==> src/rtl/dxra_defines.svh <==
// Offsets, field positions, reset values and widths of the repeat window.
`ifndef DXRA_DEFINES_SVH
`define DXRA_DEFINES_SVH

`define DXRA_AW 32
`define DXRA_WIN_BITS_MAX 27
`define DXRA_NUM_EVT 3

`define DXRA_OFS_ADDR_CTRL 8'h00
`define DXRA_OFS_MODE 8'h04
`define DXRA_OFS_SRC_ADDR 8'h08
`define DXRA_OFS_DST_ADDR 8'h0C
`define DXRA_OFS_IRQ_STAT 8'h10
`define DXRA_OFS_IRQ_CLR 8'h14
`define DXRA_OFS_IRQ_EN 8'h18

`define DXRA_SRC_IE_BIT 15
`define DXRA_SRC_SIZE_HI 12
`define DXRA_SRC_SIZE_LO 8
`define DXRA_DST_IE_BIT 7
`define DXRA_DST_SIZE_HI 4
`define DXRA_DST_SIZE_LO 0
`define DXRA_CTRL_RW_MASK 32'h0000_9F9F

`define DXRA_MODE_TE_BIT 0
`define DXRA_MODE_FLAG_BIT 1

`define DXRA_EVT_SRC_OVF 0
`define DXRA_EVT_DST_OVF 1
`define DXRA_EVT_STOP 2

`define DXRA_RST_WORD 32'h0000_0000
`define DXRA_RST_SIZE 5'h00

`endif

==> src/rtl/dxra_pkg.sv <==
// Types and the window mask decoder shared by the repeat window logic.
package dxra_pkg;

  typedef enum logic [1:0] {
    DXRA_FIXED = 2'b00,
    DXRA_OFFSET = 2'b01,
    DXRA_UP = 2'b10,
    DXRA_DOWN = 2'b11
  } dxra_upd_t;

  // Turns a window size code into a mask of the lower address bits.
  function automatic logic [31:0] dxra_win_mask(input logic [4:0] bits);
    logic [31:0] m;
    m = 32'h0000_0000;
    for (int i = 0; i < 32; i++) begin
      if (i < int'(bits)) begin
        m[i] = 1'b1;
      end
    end
    return m;
  endfunction : dxra_win_mask

endpackage : dxra_pkg

==> src/rtl/dxra_addr_wrap.sv <==
// Next-address computation confined to a power-of-two repeat window.
`timescale 1ns/1ns
`include "dxra_defines.svh"
module dxra_addr_wrap
  import dxra_pkg::*;
#(
  parameter int MAX_BITS = `DXRA_WIN_BITS_MAX
) (
  input wire logic clk_i,
  input wire logic rst_i,
  input wire logic [31:0] addr_i,
  input wire logic [4:0] size_i,
  input wire dxra_upd_t mode_i,
  input wire logic [31:0] delta_i,
  output logic [31:0] next_o,
  output logic ovf_o
);

  localparam logic [4:0] MaxBits = MAX_BITS[4:0];

  wire [4:0] bits = (size_i > MaxBits) ? MaxBits : size_i; // RQ9
  wire [31:0] mask = dxra_win_mask(bits); // RQ13
  wire windowed = (size_i != `DXRA_RST_SIZE);
  wire up = (mode_i == DXRA_UP) || (mode_i == DXRA_OFFSET);
  wire down = (mode_i == DXRA_DOWN);
  wire [31:0] low = addr_i & mask;
  wire [32:0] low_sum = {1'b0, low} + {1'b0, delta_i};
  wire ovf_up = up && (low_sum > {1'b0, mask}); // RQ15
  wire ovf_dn = down && (low < delta_i); // RQ15
  wire [31:0] raw = up ? addr_i + delta_i :
                    down ? addr_i - delta_i : addr_i;

  // Upper bits stay put; an overflow reloads the window start or end.
  assign next_o = !windowed ? raw :
                  ovf_up ? (addr_i & ~mask) : // RQ10
                  ovf_dn ? (addr_i | mask) :  // RQ10
                  ((addr_i & ~mask) | (raw & mask)); // RQ8
  assign ovf_o = windowed && (ovf_up || ovf_dn);
endmodule : dxra_addr_wrap

==> src/rtl/dxra_irq.sv <==
// Sticky event status, enable mask and level interrupt output.
`timescale 1ns/1ns
module dxra_irq #(
  parameter int N = 3
) (
  input wire logic clk_i,
  input wire logic rst_i,
  input wire logic [N-1:0] set_i,
  input wire logic clr_we_i,
  input wire logic [N-1:0] clr_i,
  input wire logic en_we_i,
  input wire logic [N-1:0] en_i,
  output logic [N-1:0] status_o,
  output logic [N-1:0] en_o,
  output logic irq_o
);

  logic [N-1:0] status_r;
  logic [N-1:0] en_r;

  // A set in the same cycle as a clear wins.
  wire [N-1:0] status_nxt = (status_r & ~(clr_we_i ? clr_i : '0)) | set_i;
  wire [N-1:0] en_nxt = en_we_i ? en_i : en_r;

  always_ff @(posedge clk_i) begin
    if (rst_i) begin
      status_r <= '0;
      en_r <= '0;
    end else begin
      status_r <= status_nxt;
      en_r <= en_nxt;
    end
  end

  assign status_o = status_r;
  assign en_o = en_r;
  assign irq_o = |(status_r & en_r);
endmodule : dxra_irq

==> src/rtl/dxra_top.sv <==
// Extended repeat window unit of one DMA channel with a Wishbone slave.
//
// Operation
// RQ1 - Enabled source window overflow clears the channel transfer enable.
// RQ2 - A stop by enabled window overflow sets the extended area flag.
// RQ3 - Enabled destination window overflow also stops channel and sets flag.
// RQ4 - In block mode the overflow stop waits until the block ends.
// RQ5 - Setting transfer enable again resumes from the stopped addresses.
// RQ6 - Overflow enables are ignored when that side has no window.
// RQ7 - Control bits 14 and 13 read zero and ignore writes.
// RQ8 - Source window size at bits 12..8; only lower bits move.
// RQ9 - Windows are powers of two up to 128 Mbytes.
// RQ10 - Overflow reloads window start on increment, end on decrement.
// RQ11 - Source enable at bit 15, destination enable at bit 7, reset zero.
// RQ12 - Each enable gates its own side's overflow stop request.
// RQ13 - Size code zero means no window; code n means 2^n bytes.
// RQ14 - Destination window size at bits 4..0, same behaviour as source.
// RQ15 - Overflow is carry or borrow out of the masked lower bits.
`timescale 1ns/1ns
`include "dxra_defines.svh"
module dxra_top
  import dxra_pkg::*;
#(
  parameter int MAX_BITS = `DXRA_WIN_BITS_MAX
) (
  input wire logic clk_i,
  input wire logic rst_i,
  input wire logic wb_cyc_i,
  input wire logic wb_stb_i,
  input wire logic wb_we_i,
  input wire logic [7:0] wb_adr_i,
  input wire logic [3:0] wb_sel_i,
  input wire logic [31:0] wb_dat_i,
  output logic [31:0] wb_dat_o,
  output logic wb_ack_o,
  input wire logic step_i,
  input wire dxra_upd_t src_mode_i,
  input wire dxra_upd_t dst_mode_i,
  input wire logic [31:0] src_delta_i,
  input wire logic [31:0] dst_delta_i,
  input wire logic block_mode_i,
  input wire logic block_end_i,
  output logic channel_transfer_enable_o,
  output logic extended_area_irq_flag_o,
  output logic [31:0] src_addr_o,
  output logic [31:0] dst_addr_o,
  output logic irq_o
);

  // ----------------------------------------------------------------
  // Byte-lane merge
  // ----------------------------------------------------------------
  function automatic logic [31:0] merge(input logic [31:0] old,
                                        input logic [31:0] dat,
                                        input logic [3:0] sel);
    logic [31:0] r;
    r = old;
    for (int b = 0; b < 4; b++) begin
      if (sel[b]) begin
        r[8*b +: 8] = dat[8*b +: 8];
      end
    end
    return r;
  endfunction : merge

  // ----------------------------------------------------------------
  // Registers
  // ----------------------------------------------------------------
  logic [31:0] ctrl_r;
  logic [31:0] src_addr_r;
  logic [31:0] dst_addr_r;
  logic te_r;
  logic flag_r;
  logic src_pend_r;
  logic dst_pend_r;
  logic ack_r;
  logic [31:0] dat_r;

  // ----------------------------------------------------------------
  // Bus decode
  // ----------------------------------------------------------------
  wire req = wb_cyc_i && wb_stb_i;
  wire wr = ack_r && req && wb_we_i;
  wire wr_ctrl = wr && (wb_adr_i == `DXRA_OFS_ADDR_CTRL);
  wire wr_mode = wr && (wb_adr_i == `DXRA_OFS_MODE);
  wire wr_src = wr && (wb_adr_i == `DXRA_OFS_SRC_ADDR);
  wire wr_dst = wr && (wb_adr_i == `DXRA_OFS_DST_ADDR);
  wire wr_clr = wr && (wb_adr_i == `DXRA_OFS_IRQ_CLR);
  wire wr_en = wr && (wb_adr_i == `DXRA_OFS_IRQ_EN);

  wire src_ie = ctrl_r[`DXRA_SRC_IE_BIT]; // RQ11
  wire dst_ie = ctrl_r[`DXRA_DST_IE_BIT]; // RQ11
  wire [4:0] src_size = ctrl_r[`DXRA_SRC_SIZE_HI:`DXRA_SRC_SIZE_LO]; // RQ8
  wire [4:0] dst_size = ctrl_r[`DXRA_DST_SIZE_HI:`DXRA_DST_SIZE_LO]; // RQ14

  // ----------------------------------------------------------------
  // Address update
  // ----------------------------------------------------------------
  logic [31:0] src_next;
  logic [31:0] dst_next;
  logic src_ovf;
  logic dst_ovf;

  dxra_addr_wrap #(.MAX_BITS(MAX_BITS)) u_src_wrap (
    .clk_i(clk_i),
    .rst_i(rst_i),
    .addr_i(src_addr_r),
    .size_i(src_size),
    .mode_i(src_mode_i),
    .delta_i(src_delta_i),
    .next_o(src_next),
    .ovf_o(src_ovf)
  );

  dxra_addr_wrap #(.MAX_BITS(MAX_BITS)) u_dst_wrap (
    .clk_i(clk_i),
    .rst_i(rst_i),
    .addr_i(dst_addr_r),
    .size_i(dst_size),
    .mode_i(dst_mode_i),
    .delta_i(dst_delta_i),
    .next_o(dst_next),
    .ovf_o(dst_ovf)
  );

  // ----------------------------------------------------------------
  // Overflow stop
  // ----------------------------------------------------------------
  wire go = step_i && te_r;
  // The wrap unit reports overflow only with a window set.
  wire src_hit = go && src_ovf && src_ie; // RQ1 RQ6 RQ12
  wire dst_hit = go && dst_ovf && dst_ie; // RQ3 RQ6 RQ12
  wire any_hit = src_hit || dst_hit || src_pend_r || dst_pend_r;
  // Block mode holds the request until the block is done.
  wire stop = go && any_hit && (!block_mode_i || block_end_i); // RQ4
  wire src_pend_nxt = stop ? 1'b0 : (src_pend_r || src_hit); // RQ4
  wire dst_pend_nxt = stop ? 1'b0 : (dst_pend_r || dst_hit); // RQ4

  // Software may set the enable; a hardware stop in the same cycle wins.
  wire te_wr = wr_mode && wb_sel_i[0];
  wire te_nxt = stop ? 1'b0 : // RQ1 RQ3
                te_wr ? wb_dat_i[`DXRA_MODE_TE_BIT] : te_r; // RQ5
  wire flag_nxt = stop ? 1'b1 : // RQ2 RQ3
                  te_wr ? (flag_r & wb_dat_i[`DXRA_MODE_FLAG_BIT]) : flag_r;

  // Addresses only move on an accepted step or a bus write, so a stop freezes them.
  wire [31:0] src_addr_nxt = wr_src ? merge(src_addr_r, wb_dat_i, wb_sel_i) :
                             go ? src_next : src_addr_r; // RQ5
  wire [31:0] dst_addr_nxt = wr_dst ? merge(dst_addr_r, wb_dat_i, wb_sel_i) :
                             go ? dst_next : dst_addr_r; // RQ5
  wire [31:0] ctrl_nxt = wr_ctrl ?
    (merge(ctrl_r, wb_dat_i, wb_sel_i) & `DXRA_CTRL_RW_MASK) : ctrl_r; // RQ7

  // ----------------------------------------------------------------
  // Interrupt status
  // ----------------------------------------------------------------
  logic [`DXRA_NUM_EVT-1:0] irq_stat;
  logic [`DXRA_NUM_EVT-1:0] irq_en;
  wire [`DXRA_NUM_EVT-1:0] evt = {stop, go && dst_ovf, go && src_ovf};

  dxra_irq #(.N(`DXRA_NUM_EVT)) u_irq (
    .clk_i(clk_i),
    .rst_i(rst_i),
    .set_i(evt),
    .clr_we_i(wr_clr),
    .clr_i(wb_dat_i[`DXRA_NUM_EVT-1:0]),
    .en_we_i(wr_en),
    .en_i(wb_dat_i[`DXRA_NUM_EVT-1:0]),
    .status_o(irq_stat),
    .en_o(irq_en),
    .irq_o(irq_o)
  );

  // ----------------------------------------------------------------
  // Read data
  // ----------------------------------------------------------------
  wire [31:0] mode_word = {30'h0000_0000, flag_r, te_r};
  wire [31:0] rd_mux =
    (wb_adr_i == `DXRA_OFS_ADDR_CTRL) ? ctrl_r : // RQ7
    (wb_adr_i == `DXRA_OFS_MODE) ? mode_word :
    (wb_adr_i == `DXRA_OFS_SRC_ADDR) ? src_addr_r :
    (wb_adr_i == `DXRA_OFS_DST_ADDR) ? dst_addr_r :
    (wb_adr_i == `DXRA_OFS_IRQ_STAT) ? {29'h0000_0000, irq_stat} :
    (wb_adr_i == `DXRA_OFS_IRQ_EN) ? {29'h0000_0000, irq_en} :
    `DXRA_RST_WORD;
  wire ack_nxt = req && !ack_r;
  wire [31:0] dat_nxt = ack_nxt ? rd_mux : dat_r;

  always_ff @(posedge clk_i) begin
    if (rst_i) begin
      ack_r <= 1'b0;
      dat_r <= `DXRA_RST_WORD;
    end else begin
      ack_r <= ack_nxt;
      dat_r <= dat_nxt;
    end
  end

  always_ff @(posedge clk_i) begin
    if (rst_i) begin
      ctrl_r <= `DXRA_RST_WORD;
      src_addr_r <= `DXRA_RST_WORD;
      dst_addr_r <= `DXRA_RST_WORD;
      te_r <= 1'b0;
      flag_r <= 1'b0;
      src_pend_r <= 1'b0;
      dst_pend_r <= 1'b0;
    end else begin
      ctrl_r <= ctrl_nxt;
      src_addr_r <= src_addr_nxt;
      dst_addr_r <= dst_addr_nxt;
      te_r <= te_nxt;
      flag_r <= flag_nxt;
      src_pend_r <= src_pend_nxt;
      dst_pend_r <= dst_pend_nxt;
    end
  end

  assign wb_ack_o = ack_r;
  assign wb_dat_o = dat_r;
  assign channel_transfer_enable_o = te_r;
  assign extended_area_irq_flag_o = flag_r;
  assign src_addr_o = src_addr_r;
  assign dst_addr_o = dst_addr_r;
endmodule : dxra_top

==> config.mk <==
export PLATFORM = sky130hd
export DESIGN_NAME = dxra_top
export DESIGN_NICKNAME = d
export VERILOG_FILES = /design/src/rtl/dxra_pkg.sv /design/src/rtl/dxra_addr_wrap.sv /design/src/rtl/dxra_irq.sv /design/src/rtl/dxra_top.sv
export VERILOG_INCLUDE_DIRS = /design/src /design/src/rtl
export SDC_FILE = /design/constraint.sdc
export NUM_CORES = 1
export LEC_CHECK = 0
export BUFFER_PORTS_ARGS = -buffer_cell sky130_fd_sc_hd__buf_2
export CAP_MARGIN = 20
export CELL_PAD_IN_SITES_DETAIL_PLACEMENT = 1
export CELL_PAD_IN_SITES_GLOBAL_PLACEMENT = 2
export CORE_MARGIN = 2
export CORE_UTILIZATION = 38
export DETAILED_ROUTE_END_ITERATION = 6
export PLACE_DENSITY = 0.92
export SYNTH_ARGS = -nofsm -noshare
export SYNTH_HDL_FRONTEND = slang
export SYNTH_HIERARCHICAL = 1
export SYNTH_SLANG_ARGS = --single-unit
==> constraint.sdc <==
create_clock -name clk_i -period 14.27 [get_ports clk_i]
set_input_delay 1.427 -clock clk_i [delete_from_list [all_inputs] [get_ports clk_i]]
set_output_delay 1.427 -clock clk_i [all_outputs]
set_load 0.02 [all_outputs]
---- Word-level counts from Yosys, hierarchy flattened ----
Cells that the tools add are included.
word-level totals
  logic and storage cells ................. 274
  flip-flop bits (word level) ............. 119
  output and inout bits ................... 100
  bits of input ports ..................... 120
cells by class
  $add $sub $neg .......................... 6
  bitwise logic cells ..................... 17
  equality and inequality tests ........... 20
  reductions and logical operators ........ 54
  $lt $le $gt $ge ......................... 68
  mux-type cells .......................... 91
operator list
  operator                                                             count
  32-bit two-way mux                                                   18
  5-bit < comparator, first input constant                             30
  32-bit by 31-bit bitwise AND with 32-bit output                      4
  4-bit by 5-bit < comparator with 1-bit output, first input constant  16
  32-bit by 32-bit adder with 33-bit output                            2
  33-bit by 31-bit greater-than comparator with 1-bit output           2
  32-bit adder                                                         2
  32-bit bitwise AND                                                   2
  32-bit < comparator                                                  2
  1-bit two-way mux                                                    64
  31-bit inverter with 32-bit output                                   2
  32-bit by 31-bit OR with 32-bit output                               2
  32-bit OR                                                            2
  32-bit subtractor                                                    2
  3-bit by 5-bit < comparator with 1-bit output, first input constant  8
  8-bit two-way mux                                                    4
  8-bit by 5-bit == test with 1-bit output, second input constant      3
  1-bit logical AND                                                    24
  1-bit by 5-bit < comparator with 1-bit output, first input constant  4
  2-bit by 5-bit < comparator with 1-bit output, first input constant  4
  2-bit AND reduction                                                  10
  8-bit by 4-bit == test with 1-bit output, second input constant      2
  2-bit != test, second input constant                                 8
  5-bit greater-than comparator, second input constant                 2
  other kinds (16)                                                     37

---- Longest topological paths before layout ----
  word-level depth ........................ 18
  gate-level depth with buffers ........... 36
  depth with buffers taken out ............ 32

---- By module ----
Netlist, hierarchy kept.
by module, submodules not included
  module                        seq. area each (um2)  times used  area an instance (um2)  cells an instance
  dxra_addr_wrap at u_src_wrap  0.0                   1           8309.2                  1237
  dxra_addr_wrap at u_dst_wrap  0.0                   1           7940.1                  1198
  dxra_top                      2262.2                1           5516.5                  632
  dxra_irq                      120.1                 1           224.0                   23

---- Worst setup path before layout ----
No wires, ideal clock.
  path type ............................... register to register
  from .................................... reg ctrl_r[1]
  to ...................................... reg dst_addr_r[23] (netlist: dst_addr_o[23])
  setup time .............................. 0.091 ns
  stages on the path, launching flop included .. 36
  data required time ...................... 14.179 ns
  path buffers ............................ 5
  arrival ................................. 6.912 ns
  period minus slack after synthesis ...... 7.003 ns
  setup slack ............................. 7.267 ns
  cell sequence ........................... dfxtp_1 -> buf_6 -> nor4_1 -> nor2b_1 -> clkbuf_1 -> clkbuf_1 -> buf_1 -> nor2_1 -> ha_1 -> fa_1 -> nand2b_1 -> a21oi_1 -> o31ai_1 -> a21oi_1 -> a211o_1 -> a311oi_4 -> a21oi_1 -> a31oi_1 -> o21bai_1 -> a21oi_1 -> xor2_1 -> ha_1 -> a21o_1 -> a21o_1 -> a21oi_1 -> o21ai_0 -> nand2_1 -> and3_1 -> a41oi_1 -> a211oi_4 -> nor2_4 -> buf_6 -> a211oi_2 -> mux2i_1 -> mux2_2 -> a311oi_1
on the way
  longest elaborated chain between the ends .. 12
RTL lines
  element                                                                                                RTL line                                                          source
  start, declared                                                                                        dxra_top.sv:69                                                    logic [31:0] ctrl_r;
  start signal, assigned                                                                                 dxra_top.sv:201                                                   ctrl_r <= `DXRA_RST_WORD;
  start signal, assigned                                                                                 dxra_top.sv:209                                                   ctrl_r <= ctrl_nxt;
  5-bit greater-than comparator                                                                          dxra_addr_wrap.sv:21                                              wire [4:0] bits = (size_i > MaxBits) ? MaxBits : size_i;
  5-bit two-way mux                                                                                      dxra_addr_wrap.sv:21
  1-bit by 5-bit < comparator with 1-bit output, or another cell as far along                            dxra_pkg.sv:16                                                    if (i < int'(bits)) begin
  1-bit two-way mux                                                                                      dxra_pkg.sv:16
  32-bit by 31-bit bitwise AND with 32-bit output or 31-bit inverter with 32-bit output (tied branches)  dxra_addr_wrap.sv:26, dxra_addr_wrap.sv:35, dxra_addr_wrap.sv:37
  32-bit by 32-bit adder with 33-bit output, or another cell as far along                                dxra_addr_wrap.sv:27                                              wire [32:0] low_sum = {1'b0, low} + {1'b0, delta_i};
  33-bit by 31-bit greater-than comparator with 1-bit output, or another cell as far along               dxra_addr_wrap.sv:28                                              wire ovf_up = up && (low_sum > {1'b0, mask});
  1-bit logical AND or 32-bit two-way mux (tied branches)                                                dxra_addr_wrap.sv:28, dxra_addr_wrap.sv:36
  32-bit two-way mux                                                                                     dxra_addr_wrap.sv:35                                              ovf_up ? (addr_i & ~mask) :
  32-bit two-way mux *                                                                                   dxra_addr_wrap.sv:34                                              assign next_o = !windowed ? raw :
  named net dst_next[23]                                                                                 dxra_top.sv:100                                                   logic [31:0] dst_next;
  32-bit two-way mux *                                                                                   dxra_top.sv:150                                                   go ? dst_next : dst_addr_r;
  32-bit two-way mux *                                                                                   dxra_top.sv:149                                                   wire [31:0] dst_addr_nxt = wr_dst ? merge(dst_addr_r, wb_dat_i, wb_sel_i) :
  end signal, assigned                                                                                   dxra_top.sv:203                                                   dst_addr_r <= `DXRA_RST_WORD;
  end signal, assigned                                                                                   dxra_top.sv:211                                                   dst_addr_r <= dst_addr_nxt;
  end, declared                                                                                          dxra_top.sv:71                                                    logic [31:0] dst_addr_r;
The timed path passes the listed nets; every way through them passes the cells marked *. The select of a mux whose other input is x is not followed.
A chain may end at the register's enable or synchronous reset.

---- Worst setup path in the final report ----
  from .................................... reg ctrl_r[12]
  to ...................................... reg src_pend_r
on the way
  longest elaborated chain between the ends .. 18
RTL lines
  element                                                                      RTL line              source
  5-bit greater-than comparator                                                dxra_addr_wrap.sv:21
  5-bit two-way mux                                                            dxra_addr_wrap.sv:21
  1-bit by 5-bit < comparator with 1-bit output, or another cell as far along  dxra_pkg.sv:16
  1-bit two-way mux                                                            dxra_pkg.sv:16
  32-bit by 31-bit bitwise AND with 32-bit output                              dxra_addr_wrap.sv:26  wire [31:0] low = addr_i & mask;
  32-bit by 32-bit adder with 33-bit output                                    dxra_addr_wrap.sv:27
  33-bit by 31-bit greater-than comparator with 1-bit output                   dxra_addr_wrap.sv:28
  1-bit logical AND                                                            dxra_addr_wrap.sv:28
  1-bit logical OR                                                             dxra_addr_wrap.sv:38  assign ovf_o = windowed && (ovf_up || ovf_dn);
  1-bit logical AND *                                                          dxra_addr_wrap.sv:38
  named net src_ovf                                                            dxra_top.sv:101       logic src_ovf;
  1-bit logical AND * (2 in series)                                            dxra_top.sv:131       wire src_hit = go && src_ovf && src_ie;
  1-bit logical OR * (3 in series)                                             dxra_top.sv:133       wire any_hit = src_hit || dst_hit || src_pend_r || dst_pend_r;
  1-bit logical AND * (2 in series)                                            dxra_top.sv:135       wire stop = go && any_hit && (!block_mode_i || block_end_i);
  named net evt[2]                                                             dxra_top.sv:159       wire [`DXRA_NUM_EVT-1:0] evt = {stop, go && dst_ovf, go && src_ovf};
  2-bit OR reduction (no source line) *                                        -
  end signal, assigned                                                         dxra_top.sv:214       src_pend_r <= src_pend_nxt;
  end, declared                                                                dxra_top.sv:74        logic src_pend_r;
The timed path passes the listed nets; every way through them passes the cells marked *.

==> results by group <==
Outcome
  – Status: finished, final reports clean

Worst setup path
  – CP most frequent cell: nor2_1
  – Setup crit end kind: flip-flop
  – CP required: 14.64 ns
  – Nature of the critical path startpoint: flip-flop
  – Slowest cell delay on critical path: 0.67 ns
  – Setup Crit Path Kind: flip-flop to flip-flop
  – Max FO, Critical Path: 24
  – Buf/Inv on CP: 0
  – Crit path max-delay family: compound AO/OA/AOI/OAI gates
  – CP Data Arrival Time: between 8 and 9 ns
  – Critical path's slowest cell: dfxtp_1

Floorplan
  – Die Y: ~240 um
  – Core region area: roughly 57000 sq um
  – Die area: 59800 sq um
  – Row cnt: 88
  – Die Width: 245 um
  – I/O pins: between 200 and 250
  – Initial Util: between 30% and 40%

Yosys
  – Synth Cell Area: 22000 sq um
  – Top FF cell, synth: dfxtp_1
  – Yosys cell types: around 110
  – Synthesized area per cell: just over 7 sq um
  – Post-synth EDFFs: 0
  – Synthesized flop and latch total: 119
  – Synth warn: 6
  – Post-synth ARST share: 0%
  – Cell accounting for the most synthesized area: ha_1
  – Most frequent cell after synthesis: nor2_1
  – Commonest cells post-synth: nor2_1, ha_1, a21oi_1, inv_1, nand2_1
  – Post-synthesis sequential area ratio: ~11%
  – Cells after synthesis: 3090
  – Share of the synthesized area in the top cell type: between 15 and 20%
  – Top area cells in the synthesized netlist: ha_1, dfxtp_1, nor2_1

CTS
  – CTS Root Cell: clkbuf_16
  – Deepest clock path buffer count: 2
  – Postcts setup bufs: 0
  – Maximum level of the CTS H-tree: 4
  – Reg clk slew, reported paths: 0.06 ns
  – Post_cts resized: 0
  – Clock Latency Late Sink: 0.44 ns
  – Clock Sinks: 119
  – Inserted Clock Buffers: 17
  – CTS tree: yes
  – Hold buffer count at CTS: 0

Timing
  – Slew margin rel.: a little over a quarter
  – Setup Skew: 0.0121 ns
  – Setup ws final: about 6.2 ns
  – Hold Fails Final Rpt: 0
  – RSZ-0062 raised after global routing: false
  – Max-slew violations: 0
  – F_max: between 100 and 150 MHz
  – Final TNS setup: 0 ns
  – Fin crit period: between 8 and 9 ns
  – Setup-failing EPs final: 0
  – Period utilisation layout: about 56%
  – Tightest Pin Transition: about 1.1 ns

Cells and area
  – Layout cells sized above 1: 13.4%
  – Area of the multi-input gates: approximately 18000 sq um
  – Storage element area: 2380 sq um
  – Layout area overhead: 10.3%
  – Final #Nets: 3642
  – Fillers: 7398

Pwr
  – Power Total: 1.12 mW
  – Power Density: 46.1 nW/um^2
  – Pleak: 10.6 nW
  – Worst vdd ir: roughly 76 uV

Placement
  – Hpwl dp: 75.4 mm
  – # port buffers: 219
  – Routability congestion estimate: 0.959
  – Place WS: 6.14 ns

GRT
  – Vias in the first global route: 25200
  – Congestion Overflow GR: 0
  – Initial antenna violation count: 4
  – Largest net degree at the start of global routing: about 100
  – First-pass GRT wire length: between 100 and 150 mm
  – Gr usage total: between 30% and 40%

Drt
  – DRT Wirelength: 92.9 mm
  – WL per Instance: 23.3 um
  – Pre-antenna DRT Iters: 5
  – Vias: approximately 25000
  – Residual DRC: 0
  – Detail Route Antenna Nets: 0
  – Vias/cell: roughly 6.1
  – DRT iter0 DRCs: 1330

Flow run
  – Max Cap Viol: 0

Hold path
  – Hold Crit Class: flip-flop to flip-flop
## metal layers
layer | routed length [um] | global-route usage (%) | up-vias | share of wire (%)
met2 | 43700 | 51.6 | 706 | 47
li1 | - | - | 11500 | -
met4 | 3640 | 11.9 | 2 | 3.9
met5 | 13 | 0 | - | 0.014
met1 | 41500 | 39.4 | 12200 | 45
met3 | 3980 | 2.57 | 179 | 4.3
## through the flow
step	util, %	hold slack, ns	area, sq um	instances
3_3_place_gp	41.2	0.456	23700	3956
5_1_grt	42.2	0.525	24300	3992
6_report	42.2	0.485	24300	3993
2_1_floorplan	-	0.439	22100	3110
4_1_cts	42.2	0.485	24200	3989
3_5_place_dp	41.2	0.471	23700	3957
## path summary, 6_finish.rpt
kind                            startpoint                        to  slack (ns)  cells after the start
setup reg to reg   ctrl_r[12]$_SDFFE_PP0P_     src_pend_r$_SDFF_PP0_        6.24                     29
hold reg to reg   wb_dat_o[2]$_SDFFE_PP0P_  wb_dat_o[2]$_SDFFE_PP0P_        0.48                      2
setup / recovery   ctrl_r[12]$_SDFFE_PP0P_     src_pend_r$_SDFF_PP0_        6.24                     29
hold / removal    wb_dat_o[2]$_SDFFE_PP0P_  wb_dat_o[2]$_SDFFE_PP0P_        0.48                      2
## cell usage in the layout, fill, tap and decap left out, types with 29 or more instances in the layout
master and instances:
a22oi_1 38, a211oi_1 43, nand4_1 34, a21o_1 49, a21oi_1 270, dfxtp_1 119, buf_2 218, nand3_1 52
o21a_1 31, nand2_1 186, and2_1 38, nor2b_1 48, nand2b_1 39, a221oi_1 29, nor2_1 361, inv_1 250
nor3_1 126, ha_1 304, xnor2_1 101, mux2i_1 55, a31oi_1 46, o22ai_1 31, mux2_2 44, o21bai_1 44
o21ai_0 131
## report_power, final
| group | total (mW) | internal, mW | switching [mW] |
|---|---|---|---|
| combinational | 0.365 | 0.126 | 0.239 |
| sequential | 0.334 | 0.333 | 0.00116 |
| clock | 0.420 | 0.245 | 0.175 |
| total | 1.12 | 0.704 | 0.415 |
## cells by family (layout without fill, tap and decap cells)
kind of cell    after synthesis  count (layout)  share of synthesized area (%)
flops                       119             119                           10.8
buf+inv                     419             534                           7.40
other cells                   4              27                         0.0683
xor+xnor                    125             125                           4.98
simple gates               1022            1022                           22.3
mux                          99              99                           4.76
compound gates              986             986                           31.5
fa+ha+maj                   316             316                           18.1
## final cells by class
cell class | instances | share of cell area, %
antenna | 3 | 0.0309
clock buffer | 19 | 1.83
clock inverter | 13 | 0.505
inverter | 254 | 3.93
multi-input combinational | 2572 | 74.5
sequential | 119 | 9.82
tap | 765 | 3.95
timing repair buffer | 248 | 5.45
## state kept, by name, indices dropped and copies added, names as in the netlist
register                   count
channel_transfer_enable_o      1
dst_addr_o                    32
extended_area_irq_flag_o       1
u_irq/en_o                     3
src_pend_r                     1
wb_dat_o                      32
wb_ack_o                       1
src_addr_o                    32
dst_pend_r                     1
ctrl_r                        12
u_irq/status_o                 3
## worst register-to-register path, delay by kind of cell, from the launching register on
| family | cells | cell delay [ns] |
|---|---|---|
| AND/OR/NAND/NOR | 11 | 2.95 |
| flip-flops | 1 | 0.67 |
| XOR/XNOR | 1 | 0.14 |
| AO/OA/AOI/OAI | 14 | 3.25 |
| adder cells (fa/ha/maj) | 3 | 0.96 |
Power figures use the tool's default switching activity.
